`src/nvs_defines.vh`:
```
`ifndef NVS_DEFINES_VH
`define NVS_DEFINES_VH

// ****************************************************************
// Slave address byte layout
// ****************************************************************
`define NVS_TYPE_MSB      7
`define NVS_TYPE_LSB      4
`define NVS_SEL_HI_BIT    3
`define NVS_SEL_LO_BIT    2
`define NVS_PAGE_BIT      1
`define NVS_RW_BIT        0

// ****************************************************************
// Memory geometry and reset values
// ****************************************************************
`define NVS_ADDR_W        9
`define NVS_DATA_W        8
`define NVS_ADDR_RESET    9'h000
`define NVS_BYTE_RESET    8'h00

// ****************************************************************
// Bit counting within one byte plus its acknowledge slot
// ****************************************************************
`define NVS_LAST_DATA_BIT 4'h7
`define NVS_ACK_SLOT      4'h8
`define NVS_CNT_RESET     4'h0

// ****************************************************************
// Read buffer occupancy
// ****************************************************************
`define NVS_BUF_FULL      2'h2
`define NVS_BUF_EMPTY     2'h0

`endif

```
`src/nvs_slave.v`:
```
`timescale 1ns/10ps
`include "nvs_defines.vh"

module nvs_slave #(
  parameter [3:0] DEV_TYPE = 4'h5,  // Arbitrary device type code, set per product.
  parameter       DATA_W   = 8,
  parameter       ADDR_W   = 9
) (
  input  wire clk,
  input  wire reset_n,
  input  wire scl_in,
  input  wire sda_in,
  output wire sda_out,
  output reg  sda_oe,
  input  wire select_pin_high,
  input  wire select_pin_low,
  input  wire write_protect,
  output reg  active
);

  // ****************************************************************
  // State codes
  // ****************************************************************
  localparam [2:0] ST_IDLE = 3'h0;
  localparam [2:0] ST_DEV  = 3'h1;
  localparam [2:0] ST_WORD = 3'h2;
  localparam [2:0] ST_WR   = 3'h3;
  localparam [2:0] ST_RD   = 3'h4;

  // ****************************************************************
  // Reset release
  // ****************************************************************
  reg rst_meta;
  reg rst_n;

  // Reset is applied at once but released through two flops so that
  // no flop leaves reset on a different edge from its neighbours.
  always @(posedge clk or negedge reset_n) begin
    if (!reset_n) begin
      rst_meta <= 1'b0;
      rst_n    <= 1'b0;
    end else begin
      rst_meta <= 1'b1;
      rst_n    <= rst_meta;
    end
  end

  // ****************************************************************
  // Pin synchronisers and edge detection
  // ****************************************************************
  reg  [4:0] pin_meta;
  reg  [4:0] pin_sync;
  reg        scl_d;
  reg        sda_d;
  wire       scl_s = pin_sync[1];
  wire       sda_s = pin_sync[0];
  wire       wp_s  = pin_sync[4];
  wire       hi_s  = pin_sync[3];
  wire       lo_s  = pin_sync[2];

  // Every pin passes two flops; the first copy is never looked at.
  always @(posedge clk or negedge rst_n) begin
    if (!rst_n) begin
      pin_meta <= 5'h03;
      pin_sync <= 5'h03;
      scl_d    <= 1'b1;
      sda_d    <= 1'b1;
    end else begin
      pin_meta <= {write_protect, select_pin_high, select_pin_low, scl_in, sda_in};
      pin_sync <= pin_meta;
      scl_d    <= scl_s;
      sda_d    <= sda_s;
    end
  end

  // Start and stop are data edges while the clock stays high.
  wire scl_rise = scl_s & ~scl_d;
  wire scl_fall = ~scl_s & scl_d;
  wire bus_start = scl_s & scl_d & sda_d & ~sda_s;
  wire bus_stop  = scl_s & scl_d & ~sda_d & sda_s;

  // ****************************************************************
  // Protocol registers
  // ****************************************************************
  reg [2:0]        state;
  reg [3:0]        bit_cnt;
  reg              ack_phase;
  reg [DATA_W-1:0] shreg;
  reg [DATA_W-1:0] txreg;
  reg [ADDR_W-1:0] addr;
  reg              page;
  reg              rw;
  reg              pf_run;
  reg [ADDR_W-1:0] pf_addr;

  reg [DATA_W-1:0] mem [0:(1<<ADDR_W)-1];

  // Byte as it stands once the current sample is shifted in.
  wire [DATA_W-1:0] rx_byte = {shreg[DATA_W-2:0], sda_s};
  wire last_rx = scl_rise & (bit_cnt == `NVS_LAST_DATA_BIT) & ~ack_phase;
  wire abort   = bus_start | bus_stop;

  // Address match uses the type code and both select straps.
  wire dev_match = (rx_byte[`NVS_TYPE_MSB:`NVS_TYPE_LSB] == DEV_TYPE) &
                   (rx_byte[`NVS_SEL_HI_BIT] == hi_s) &
                   (rx_byte[`NVS_SEL_LO_BIT] == lo_s);

  wire protected_wr = wp_s & addr[ADDR_W-1];
  wire wr_fire = (state == ST_WR) & last_rx & ~abort & ~protected_wr;

  // ****************************************************************
  // Two-entry read buffer
  // ****************************************************************
  reg [DATA_W-1:0] buf_mem [0:1];
  reg              buf_wp;
  reg              buf_rp;
  reg [1:0]        buf_cnt;
  reg              buf_flush;

  // The fill side prefetches ahead of the shifter; its ready stalls
  // the prefetch address, so a slow drain never drops a byte.
  wire buf_in_ready  = (buf_cnt != `NVS_BUF_FULL);
  wire buf_in_valid  = pf_run & ~buf_flush;
  wire buf_push      = buf_in_valid & buf_in_ready;
  wire buf_out_valid = (buf_cnt != `NVS_BUF_EMPTY);
  wire [DATA_W-1:0] buf_head = buf_mem[buf_rp];

  // The shifter takes a byte at the fall that ends an acknowledge.
  wire tx_load  = scl_fall & ack_phase & ~abort &
                  (((state == ST_DEV) & rw) | (state == ST_RD));
  wire buf_pop  = tx_load & buf_out_valid;

  // Buffer pointers; a flush wins so stale prefetches are discarded.
  always @(posedge clk or negedge rst_n) begin
    if (!rst_n) begin
      buf_wp  <= 1'b0;
      buf_rp  <= 1'b0;
      buf_cnt <= `NVS_BUF_EMPTY;
    end else if (buf_flush) begin
      buf_wp  <= 1'b0;
      buf_rp  <= 1'b0;
      buf_cnt <= `NVS_BUF_EMPTY;
    end else begin
      if (buf_push) begin
        buf_wp <= ~buf_wp;
      end
      if (buf_pop) begin
        buf_rp <= ~buf_rp;
      end
      case ({buf_push, buf_pop})
        2'h2:    buf_cnt <= buf_cnt + 2'h1;
        2'h1:    buf_cnt <= buf_cnt - 2'h1;
        default: buf_cnt <= buf_cnt;
      endcase
    end
  end

  // Buffer storage and the memory array carry no reset.
  always @(posedge clk) begin
    if (buf_push) begin
      buf_mem[buf_wp] <= mem[pf_addr];
    end
    if (wr_fire) begin
      mem[addr] <= rx_byte;
    end
  end

  // ****************************************************************
  // Prefetch address
  // ****************************************************************
  // Prefetch restarts at the current read address when a read is
  // addressed and stops at the end of any operation.
  always @(posedge clk or negedge rst_n) begin
    if (!rst_n) begin
      pf_run    <= 1'b0;
      pf_addr   <= `NVS_ADDR_RESET;
      buf_flush <= 1'b1;
    end else if (abort || state == ST_IDLE) begin
      pf_run    <= 1'b0;
      buf_flush <= 1'b1;
    end else if (state == ST_DEV && last_rx && dev_match &&
                 rx_byte[`NVS_RW_BIT]) begin
      pf_run    <= 1'b1;
      pf_addr   <= {rx_byte[`NVS_PAGE_BIT], addr[ADDR_W-2:0]};
      buf_flush <= 1'b1;
    end else begin
      buf_flush <= 1'b0;
      if (buf_push) begin
        pf_addr <= pf_addr + {{(ADDR_W-1){1'b0}}, 1'b1};
      end
    end
  end

  // ****************************************************************
  // Protocol engine
  // ****************************************************************
  // Start and stop take priority over any bit activity, so a write
  // aborted before its eighth bit never reaches the array.
  always @(posedge clk or negedge rst_n) begin
    if (!rst_n) begin
      state     <= ST_IDLE;
      bit_cnt   <= `NVS_CNT_RESET;
      ack_phase <= 1'b0;
      shreg     <= `NVS_BYTE_RESET;
      txreg     <= `NVS_BYTE_RESET;
      addr      <= `NVS_ADDR_RESET;
      page      <= 1'b0;
      rw        <= 1'b0;
      sda_oe    <= 1'b0;
      active    <= 1'b0;
    end else if (bus_start) begin
      state     <= ST_DEV;
      bit_cnt   <= `NVS_CNT_RESET;
      ack_phase <= 1'b0;
      sda_oe    <= 1'b0;
      active    <= 1'b1;
    end else if (bus_stop) begin
      state     <= ST_IDLE;
      bit_cnt   <= `NVS_CNT_RESET;
      ack_phase <= 1'b0;
      sda_oe    <= 1'b0;
      active    <= 1'b0;
    end else begin
      case (state)
        ST_DEV, ST_WORD, ST_WR: begin
          // Receive side: sample while clock is high, ack on the ninth clock.
          if (scl_rise && !ack_phase && bit_cnt < `NVS_ACK_SLOT) begin
            shreg   <= rx_byte;
            bit_cnt <= bit_cnt + 4'h1;
          end
          if (last_rx) begin
            case (state)
              ST_DEV: begin
                if (dev_match) begin
                  page <= rx_byte[`NVS_PAGE_BIT];
                  rw   <= rx_byte[`NVS_RW_BIT];
                  if (rx_byte[`NVS_RW_BIT]) begin
                    addr[ADDR_W-1] <= rx_byte[`NVS_PAGE_BIT];
                  end
                end else begin
                  state  <= ST_IDLE;
                  active <= 1'b0;
                end
              end
              ST_WORD: begin
                addr <= {page, rx_byte};
              end
              default: begin
                if (protected_wr) begin
                  state  <= ST_IDLE;
                  active <= 1'b0;
                end else begin
                  addr <= addr + {{(ADDR_W-1){1'b0}}, 1'b1};
                end
              end
            endcase
          end
          if (scl_fall && bit_cnt == `NVS_ACK_SLOT) begin
            if (!ack_phase) begin
              ack_phase <= 1'b1;
              sda_oe    <= 1'b1;
            end else begin
              ack_phase <= 1'b0;
              bit_cnt   <= `NVS_CNT_RESET;
              case (state)
                ST_DEV: begin
                  if (rw) begin
                    state  <= ST_RD;
                    txreg  <= buf_head;
                    sda_oe <= ~buf_head[DATA_W-1];
                  end else begin
                    state  <= ST_WORD;
                    sda_oe <= 1'b0;
                  end
                end
                default: begin
                  state  <= ST_WR;
                  sda_oe <= 1'b0;
                end
              endcase
            end
          end
        end
        ST_RD: begin
          // Transmit side: master samples on rises, we shift after falls.
          if (scl_rise) begin
            if (bit_cnt < `NVS_ACK_SLOT) begin
              bit_cnt <= bit_cnt + 4'h1;
            end else if (!ack_phase) begin
              if (!sda_s) begin
                ack_phase <= 1'b1;
              end else begin
                state  <= ST_IDLE;
                active <= 1'b0;
              end
            end
          end
          if (scl_fall) begin
            if (ack_phase) begin
              ack_phase <= 1'b0;
              bit_cnt   <= `NVS_CNT_RESET;
              txreg     <= buf_head;
              sda_oe    <= ~buf_head[DATA_W-1];
            end else if (bit_cnt == `NVS_ACK_SLOT) begin
              sda_oe <= 1'b0;
              addr   <= addr + {{(ADDR_W-1){1'b0}}, 1'b1};
            end else if (bit_cnt != `NVS_CNT_RESET) begin
              txreg  <= {txreg[DATA_W-2:0], 1'b0};
              sda_oe <= ~txreg[DATA_W-2];
            end
          end
        end
        default: begin
          // Idle: ignore bits until the next start, lines released.
          state     <= ST_IDLE;
          bit_cnt   <= `NVS_CNT_RESET;
          ack_phase <= 1'b0;
          sda_oe    <= 1'b0;
          active    <= 1'b0;
        end
      endcase
    end
  end

  // ****************************************************************
  // Open-drain output
  // ****************************************************************
  // The data pin only ever pulls low; the enable alone carries the bit.
  assign sda_out = 1'b0;

endmodule // nvs_slave
```
`config.mk`:
```
export PLATFORM = sky130hd
export DESIGN_NAME = nvs_slave
export DESIGN_NICKNAME = d
export VERILOG_FILES = /design/src/nvs_slave.v
export VERILOG_INCLUDE_DIRS = /design/src /design/src/src
export SDC_FILE = /design/constraint.sdc
export NUM_CORES = 2
export LEC_CHECK = 0
export BUFFER_PORTS_ARGS = -buffer_cell sky130_fd_sc_hd__buf_2
export CORE_MARGIN = 4
export CORE_UTILIZATION = 45
export CTS_CLUSTER_SIZE = 25
export DETAILED_ROUTE_END_ITERATION = 10
export PLACE_DENSITY = 0.7
export SLEW_MARGIN = 20
export SYNTH_ARGS = -nofsm -noshare
export SYNTH_HDL_FRONTEND = slang
export SYNTH_MEMORY_MAX_BITS = 65536
export SYNTH_SLANG_ARGS = --single-unit
```
`constraint.sdc`:
```
create_clock -name clk -period 2.8 [get_ports clk]
set_clock_uncertainty 0.15 [all_clocks]
set_input_delay 0.56 -clock clk [delete_from_list [all_inputs] [get_ports clk]]
set_output_delay 0.56 -clock clk [all_outputs]
set_load 0.01 [all_outputs]
```
=== Yosys cells after proc, flatten, opt, wreduce, memory -nomap -nowiden ===
Memory sizes are Yosys's and may differ from the RTL's.
Index checks and enable logic that the tools add are counted.

* Output and inout bits: 3
* Memory bits (writable): 4112
* Memories kept: 2
* Register bits: 64
* Word-level logic and storage cells: 228

* Equal/unequal tests: 38
* Add/sub/neg operators: 5
* Reduce and logical (&&, ||, !) cells: 27
* Muxes and demuxes: 93
* $lt $le $gt $ge: 1
* Bitwise logic cells: 39

{| class="wikitable"
|+ Memory list
! memory !! depth !! width !! read ports !! clocked after memory_dff !! wr ports !! line !! RTL
|-
| mem || 512 || 8 || 1 || 0 || 1 || nvs_slave.v:96 || <nowiki>reg [DATA_W-1:0] mem [0:(1<<ADDR_W)-1];</nowiki>
|-
| buf_mem || 2 || 8 || 1 || 0 || 1 || nvs_slave.v:114 || <nowiki>reg [DATA_W-1:0] buf_mem [0:1];</nowiki>
|}

{| class="wikitable"
|+ Operator list
! kind !! count
|-
| $mux 9 || 7
|-
| $mux 7 || 8
|-
| $mux 1 || 43
|-
| $mux 3 || 13
|-
| $mux 4 || 9
|-
| $ne 4x4->1 const B || 9
|-
| $and 1x1->1 || 22
|-
| $reduce_and 10->1 || 2
|-
| $add 9x1->9 const B || 2
|-
| $ne 2x2->1 const B || 9
|-
| $pmux 9 s2 || 1
|-
| $pmux 8 s2 || 1
|-
| $not 1->1 || 15
|-
| $pmux 7 s2 || 1
|-
| $ne 3x3->1 const B || 4
|-
| $pmux 3 s2 || 2
|-
| $reduce_bool 2->1 || 6
|-
| $ne 5x5->1 const B || 2
|-
| $pmux 1 s2 || 5
|-
| $reduce_and 9->1 || 1
|-
| $eq 4x3->1 const B || 2
|-
| $pmux 4 s2 || 1
|-
| $reduce_and 4->1 || 2
|-
| $reduce_and 8->1 || 1
|-
| 27 further kinds || 35
|}

=== Depth between registers and ports, before layout ===
* Word-level depth: 11
* Gate-level depth with buffers: 14
* Gate-level depth less buffers: 9

=== Worst setup path after synthesis ===
OpenSTA, ideal clock, no wires.

* Kind: register to register
* Start: reg shreg[5]
* End: reg pf_addr[8]
* Buffers on the path: 1
* Cell stages (with the launch flop): 8
* Library setup time: 95 ps
* Slack: -5649 ps
* Data arrival time: 8204 ps
* Period minus slack after synthesis: 8449 ps
* Cell sequence: dfrtp_1 -> nor4bb_1 -> nand3_1 -> or4_1 -> clkbuf_1 -> nand2_1 -> o21ai_0 -> a21oi_1

* Cells in the longest elaborated chain, start to end: 7
* Elaborated cells between the ends (all ways): 8
* Those cells by class: 1 x eq/ne; 1 x mux; 2 x bitwise; 4 x reduce/logical

{| class="wikitable"
|+ Ends and longest elaborated chain
! what !! line !! RTL
|-
| start: declaration || nvs_slave.v:88 || <nowiki>reg [DATA_W-1:0] shreg;</nowiki>
|-
| start signal: assignment || nvs_slave.v:204 || <nowiki>shreg <= `NVS_BYTE_RESET;</nowiki>
|-
| start signal: assignment || nvs_slave.v:228 || <nowiki>shreg <= rx_byte;</nowiki>
|-
| $eq 4x3->1 (*) || nvs_slave.v:104 || <nowiki>wire dev_match = (rx_byte[`NVS_TYPE_MSB:`NVS_TYPE_LSB] == DEV_TYPE) &</nowiki>
|-
| $and 1x1->1 (*) (2 in series) || nvs_slave.v:104 ||
|-
| $logic_and 1x1->1 (*) (2 in series) || nvs_slave.v:181 || <nowiki>end else if (state == ST_DEV && last_rx && dev_match &&</nowiki>
|-
| $reduce_bool 2->1 (no source line) || -- ||
|-
| $reduce_and 2->1 (no source line) || -- ||
|-
| end signal: assignment || nvs_slave.v:176 || <nowiki>pf_addr <= `NVS_ADDR_RESET;</nowiki>
|-
| end signal: assignment || nvs_slave.v:184 || <nowiki>pf_addr <= {rx_byte[`NVS_PAGE_BIT], addr[ADDR_W-2:0]};</nowiki>
|-
| end signal: assignment || nvs_slave.v:189 || <nowiki>pf_addr <= pf_addr + {{(ADDR_W-1){1'b0}}, 1'b1};</nowiki>
|-
| end: declaration || nvs_slave.v:94 || <nowiki>reg [ADDR_W-1:0] pf_addr;</nowiki>
|}

Every way passes the cells marked *; elsewhere a longest branch is shown, timed or not.
A chain may end at the register's enable or synchronous reset.

=== Final worst setup path ===
* Start: reg pf_addr[0]
* End: mem buf_mem[0][3], data pin

* Cells in the longest elaborated chain, start to end: 1

{| class="wikitable"
|+ Ends and longest elaborated chain
! what !! line
|-
| $mem_v2 512x8 || --
|-
| end: declaration || nvs_slave.v:114
|}

Every way passes these cells.

==> metrics.md <==
| Metric | Value |
|---|---|
| MaxCap Viol Count | 0 |
| Dpl ws | -1.30 ns |
| Final Cycle Share | 128% |
| Final setup viols | slightly above 4,000 |
| Row count | 220 |
| Fin. Hold Viols | 0 |
| Hold WC Path Type | in -> reg |
| RSZ-0062 raised after global routing | true |
| Longest Clk Path Bufs | 4 |
| First-pass GRT wire length | 667 mm |
| Vias/cell | between 6 and 7 |
| Slew HR | 16.4% |
| Required time of the critical path | 3.38 ns |
| PortBufs | 8 |
| HPWL Detailed | 291 mm |
| Synth Flop Type | edfxtp_1 |
| Final WS setup | -0.797 ns |
| Worst-path fanout max | 17 |
| Die width | a little over 600 um |
| Status | finished, violations left |
| Layout cells sized above 1 | around two fifths |
| Height of the die | 610 um |
| H-Tree Depth | 5 |
| GP Congestion | 0.947 |
| TritonCTS Sinks | 4,176 |
| Failing checks | setup timing |
| Antenna violations before repair | 18 |
| I/O pin count | 10 |
| Initial Util | a little under half |
| # nets final | 9,501 |
| Mapped cell area | 163,000 um2 |
| Total track usage | 24.8% |
| CP arrival | 4.18 ns |
| Crit Path Category | reg -> reg |
| Drc violations | 0 |
| Worst-Skew Late Latency | ~0.97 ns |
| Post-Syn Instances | around 7,700 |
| CTS tree | built |
| Grt total ovfl | 0 |
| Core area | ~360,000 um2 |
| Die ar. | 372,000 um2 |
| Setup crit start kind | register |
| Final Max Slew Viols | 0 |
| Synth async-reset ratio | 1.53% |
| Pwr dens | 651 nW/um2 |
| Worst VDD drop | roughly 0.0008 V |
| Yosys warns | 0 |
| Overall Power | 133 mW |
| Final min period | 3.60 ns |
| Syn avg cell area | 21.2 um2 |
| Root Driver | clkbuf_16 |
| Post-synth EDFFs | approximately 4,000 |
| CP endpoint kind | register |
| Leak pwr | 65.8 nW |
| Via Count | 90,254 |
| TritonRoute pass-1 iters | 9 |
| WHS | 0.0860 ns |
| Num CTS Buffers | 415 |
| Number of global-route vias before repair | just under 90,000 |
| Final WL | 474 mm |
| Largest net degree at the start of global routing | 232 |
| Post-synthesis cell type count | 81 |
| Drt initial violations | roughly 13,000 |
| Fillers | 25,041 |
| Sequential fraction of the synthesis area | approximately three quarters |
| Synthesis-to-finish area growth | 24.9% |
| ANT nets after route | 0 |
| Worst-Margin Slew | 1.25 ns |
| Register bit count reported by yosys | 4,176 |
| DR WL/cell | 32.4 um |
| Max Clk Rate | 0.278 GHz |
| Syn_nets | 7,707 |
| Reg clk slew, reported paths | 0.07 ns |
sequential cells by signal, summed over array words and instances (netlist names):
register and flops:
pin_meta 5, buf_cnt 2, mem 4096, scl_d 1, rw 1, ack_phase 1
bit_cnt 4, buf_wp 1, rst_n 1, buf_flush 1, pf_run 1, state 3
sda_d 1, rst_meta 1, txreg 7, buf_rp 1, page 1, active 1
buf_mem 16, shreg 7, addr 9, sda_oe 1, pf_addr 9, pin_sync 5
power by group:
group          internal, mW  switching [mW]  leakage (nW)
registers              70.7           0.294          39.1
logic                 0.878            5.85          20.3
clock network          30.8            24.1          6.46
placed cells by master, fill, tap and decap left out, types with 21 or more instances in the layout:
cell type   Yosys  final
nor2_1        607    294
nor3_1         31     24
clkbuf_16       0    433
nor2_2          0     21
buf_12          1    211
clkinvlp_4      0     24
nand2_1       242    197
a22oi_1        34     28
o22ai_1        60     53
clkinv_2        0     74
a211oi_1       35     27
a221oi_1       59     38
buf_8          10     44
buf_6          38    432
o221ai_1       49     42
dfrtp_1        57     42
clkbuf_1      186     88
mux2i_1       319    304
buf_16          0     50
o21ai_0        85     59
nor2_4          0    292
edfxtp_1     4112   4112
nand3_1        34     27
buf_4          82   1078
o211ai_1       22     22
bufinv_16       0     33
mux4_2       1020   1020
a21oi_1       129    112
mux2_2         34     31
clkinv_1        0     93
critical path: stages, from the launching register on:
cell	delay (ns)
dfrtp_4	0.47
buf_12	0.15
buf_16	0.18
buf_16	0.19
buf_4	0.16
mux4_2	0.49
mux4_2	0.53
nor2_2	0.21
a31oi_2	0.11
nand3_1	0.17
nand4_1	0.24
o32a_1	0.25
layout make-up:
cell class                 count  area [um2]  share of cell area (%)
clock buffer                 509       10800                    5.32
clock inverter               258        2560                    1.26
sequential                  4176      125000                    61.5
inverter                      21        93.8                  0.0461
tap                         4773        5970                    2.93
timing repair buffer        1851       19900                    9.77
antenna                       13        32.5                  0.0160
multi-input combinational   3021       39100                    19.2
path summary, 6_finish.rpt:
path / start / endpoint / slack, ns / depth (start not counted)
min in group asynchronous: rst_n$_DFF_PN0_ / pin_meta[2]$_DFF_PN0_ / 0.30 / 1
max in group asynchronous: rst_n$_DFF_PN0_ / pf_addr[3]$_DFFE_PN0P_ / 1.44 / 1
worst max-delay path: pf_addr[0]$_DFFE_PN0P_ / buf_mem[0][3]$_DFFE_PP_ / -0.80 / 11
worst max register to register: pf_addr[0]$_DFFE_PN0P_ / buf_mem[0][3]$_DFFE_PP_ / -0.80 / 11
worst min-delay path: select_pin_low / pin_meta[2]$_DFF_PN0_ / 0.09 / 2
worst min register to register: pin_meta[0]$_DFF_PN1_ / pin_sync[0]$_DFF_PN1_ / 0.20 / 0
logic make-up (layout without fill, tap and decap cells):
group           count (synthesis)  count (layout)  share of synthesized area (%)
compound gates                603             603                           2.53
xor+xnor                        6               6                         0.0323
fa+ha+maj                       8               8                         0.0614
buf+inv                       495            2639                           1.68
flops                        4176            4176                           76.8
mux                          1373            1373                           16.3
other cells                     2              15                        0.00461
simple gates                 1029            1029                           2.62
routing by layer:
metal  track usage (%)  wire (um)  vias up
met2              38.2     222000     6376
met4              11.4      25600       10
met5                 0         77        -
li1                  -          -    35768
met3              6.33      59000     1150
met1              33.5     167000    46950
cells in the mapped netlist (7+ instances only):
cell | instances | share of area (%)
o21ai_0 | 85 | 0.26
buf_4 | 82 | 0.38
o221ai_1 | 49 | 0.26
edfxtp_1 | 4112 | 76
o22ai_1 | 60 | 0.23
mux2i_1 | 319 | 2.0
a22oi_1 | 34 | 0.16
mux2_2 | 34 | 0.23
a211oi_1 | 35 | 0.16
a2111oi_0 | 11 | 0.059
and2_1 | 13 | 0.050
a311oi_1 | 11 | 0.059
nand2_1 | 242 | 0.56
dfstp_2 | 7 | 0.11
clkbuf_1 | 186 | 0.43
o211ai_1 | 22 | 0.10
dfrtp_1 | 57 | 0.88
inv_1 | 18 | 0.041
nor3_1 | 31 | 0.095
nand2b_1 | 13 | 0.050
buf_2 | 126 | 0.39
nor2b_1 | 27 | 0.10
and3_1 | 15 | 0.058
ha_1 | 8 | 0.061
a22o_1 | 8 | 0.043
nor4_1 | 13 | 0.050
o22a_1 | 7 | 0.038
buf_6 | 38 | 0.26
a221oi_1 | 59 | 0.32
or3_1 | 7 | 0.027
a31oi_1 | 27 | 0.10
buf_8 | 10 | 0.092
nand3_1 | 34 | 0.10
nor2_1 | 607 | 1.4
buf_1 | 30 | 0.069
mux4_2 | 1020 | 14
a21oi_1 | 129 | 0.40
o31ai_1 | 7 | 0.032
per-stage QoR:
| stage | utilization (%) | TNS, ns | cells | cell area [um2] |
|---|---|---|---|---|
| after CTS | 55.8 | -765.70 | 14516 | 201000 |
| after floorplan | - | -7693.54 | 7692 | 163000 |
| after global placement | 50.4 | -1505.75 | 13617 | 181000 |
| after global routing | 56.6 | -1502.62 | 14610 | 204000 |
| final | 56.6 | -1337.61 | 14622 | 204000 |
| after detailed placement | 50.4 | -1774.40 | 13617 | 181000 |
repair_timing:
item | 4_1_cts | 5_1_grt
resized for setup | 1081 | 483
endpoints found under the hold margin | 7 | 0
setup endpoints to repair | 4112 | 4108
buffers inserted | 102 | 93
hold buffers | 7 | 0
pin swaps | 110 | 90
gates cloned | 35 | 16
No activity file was read; power rests on OpenSTA's default activity.
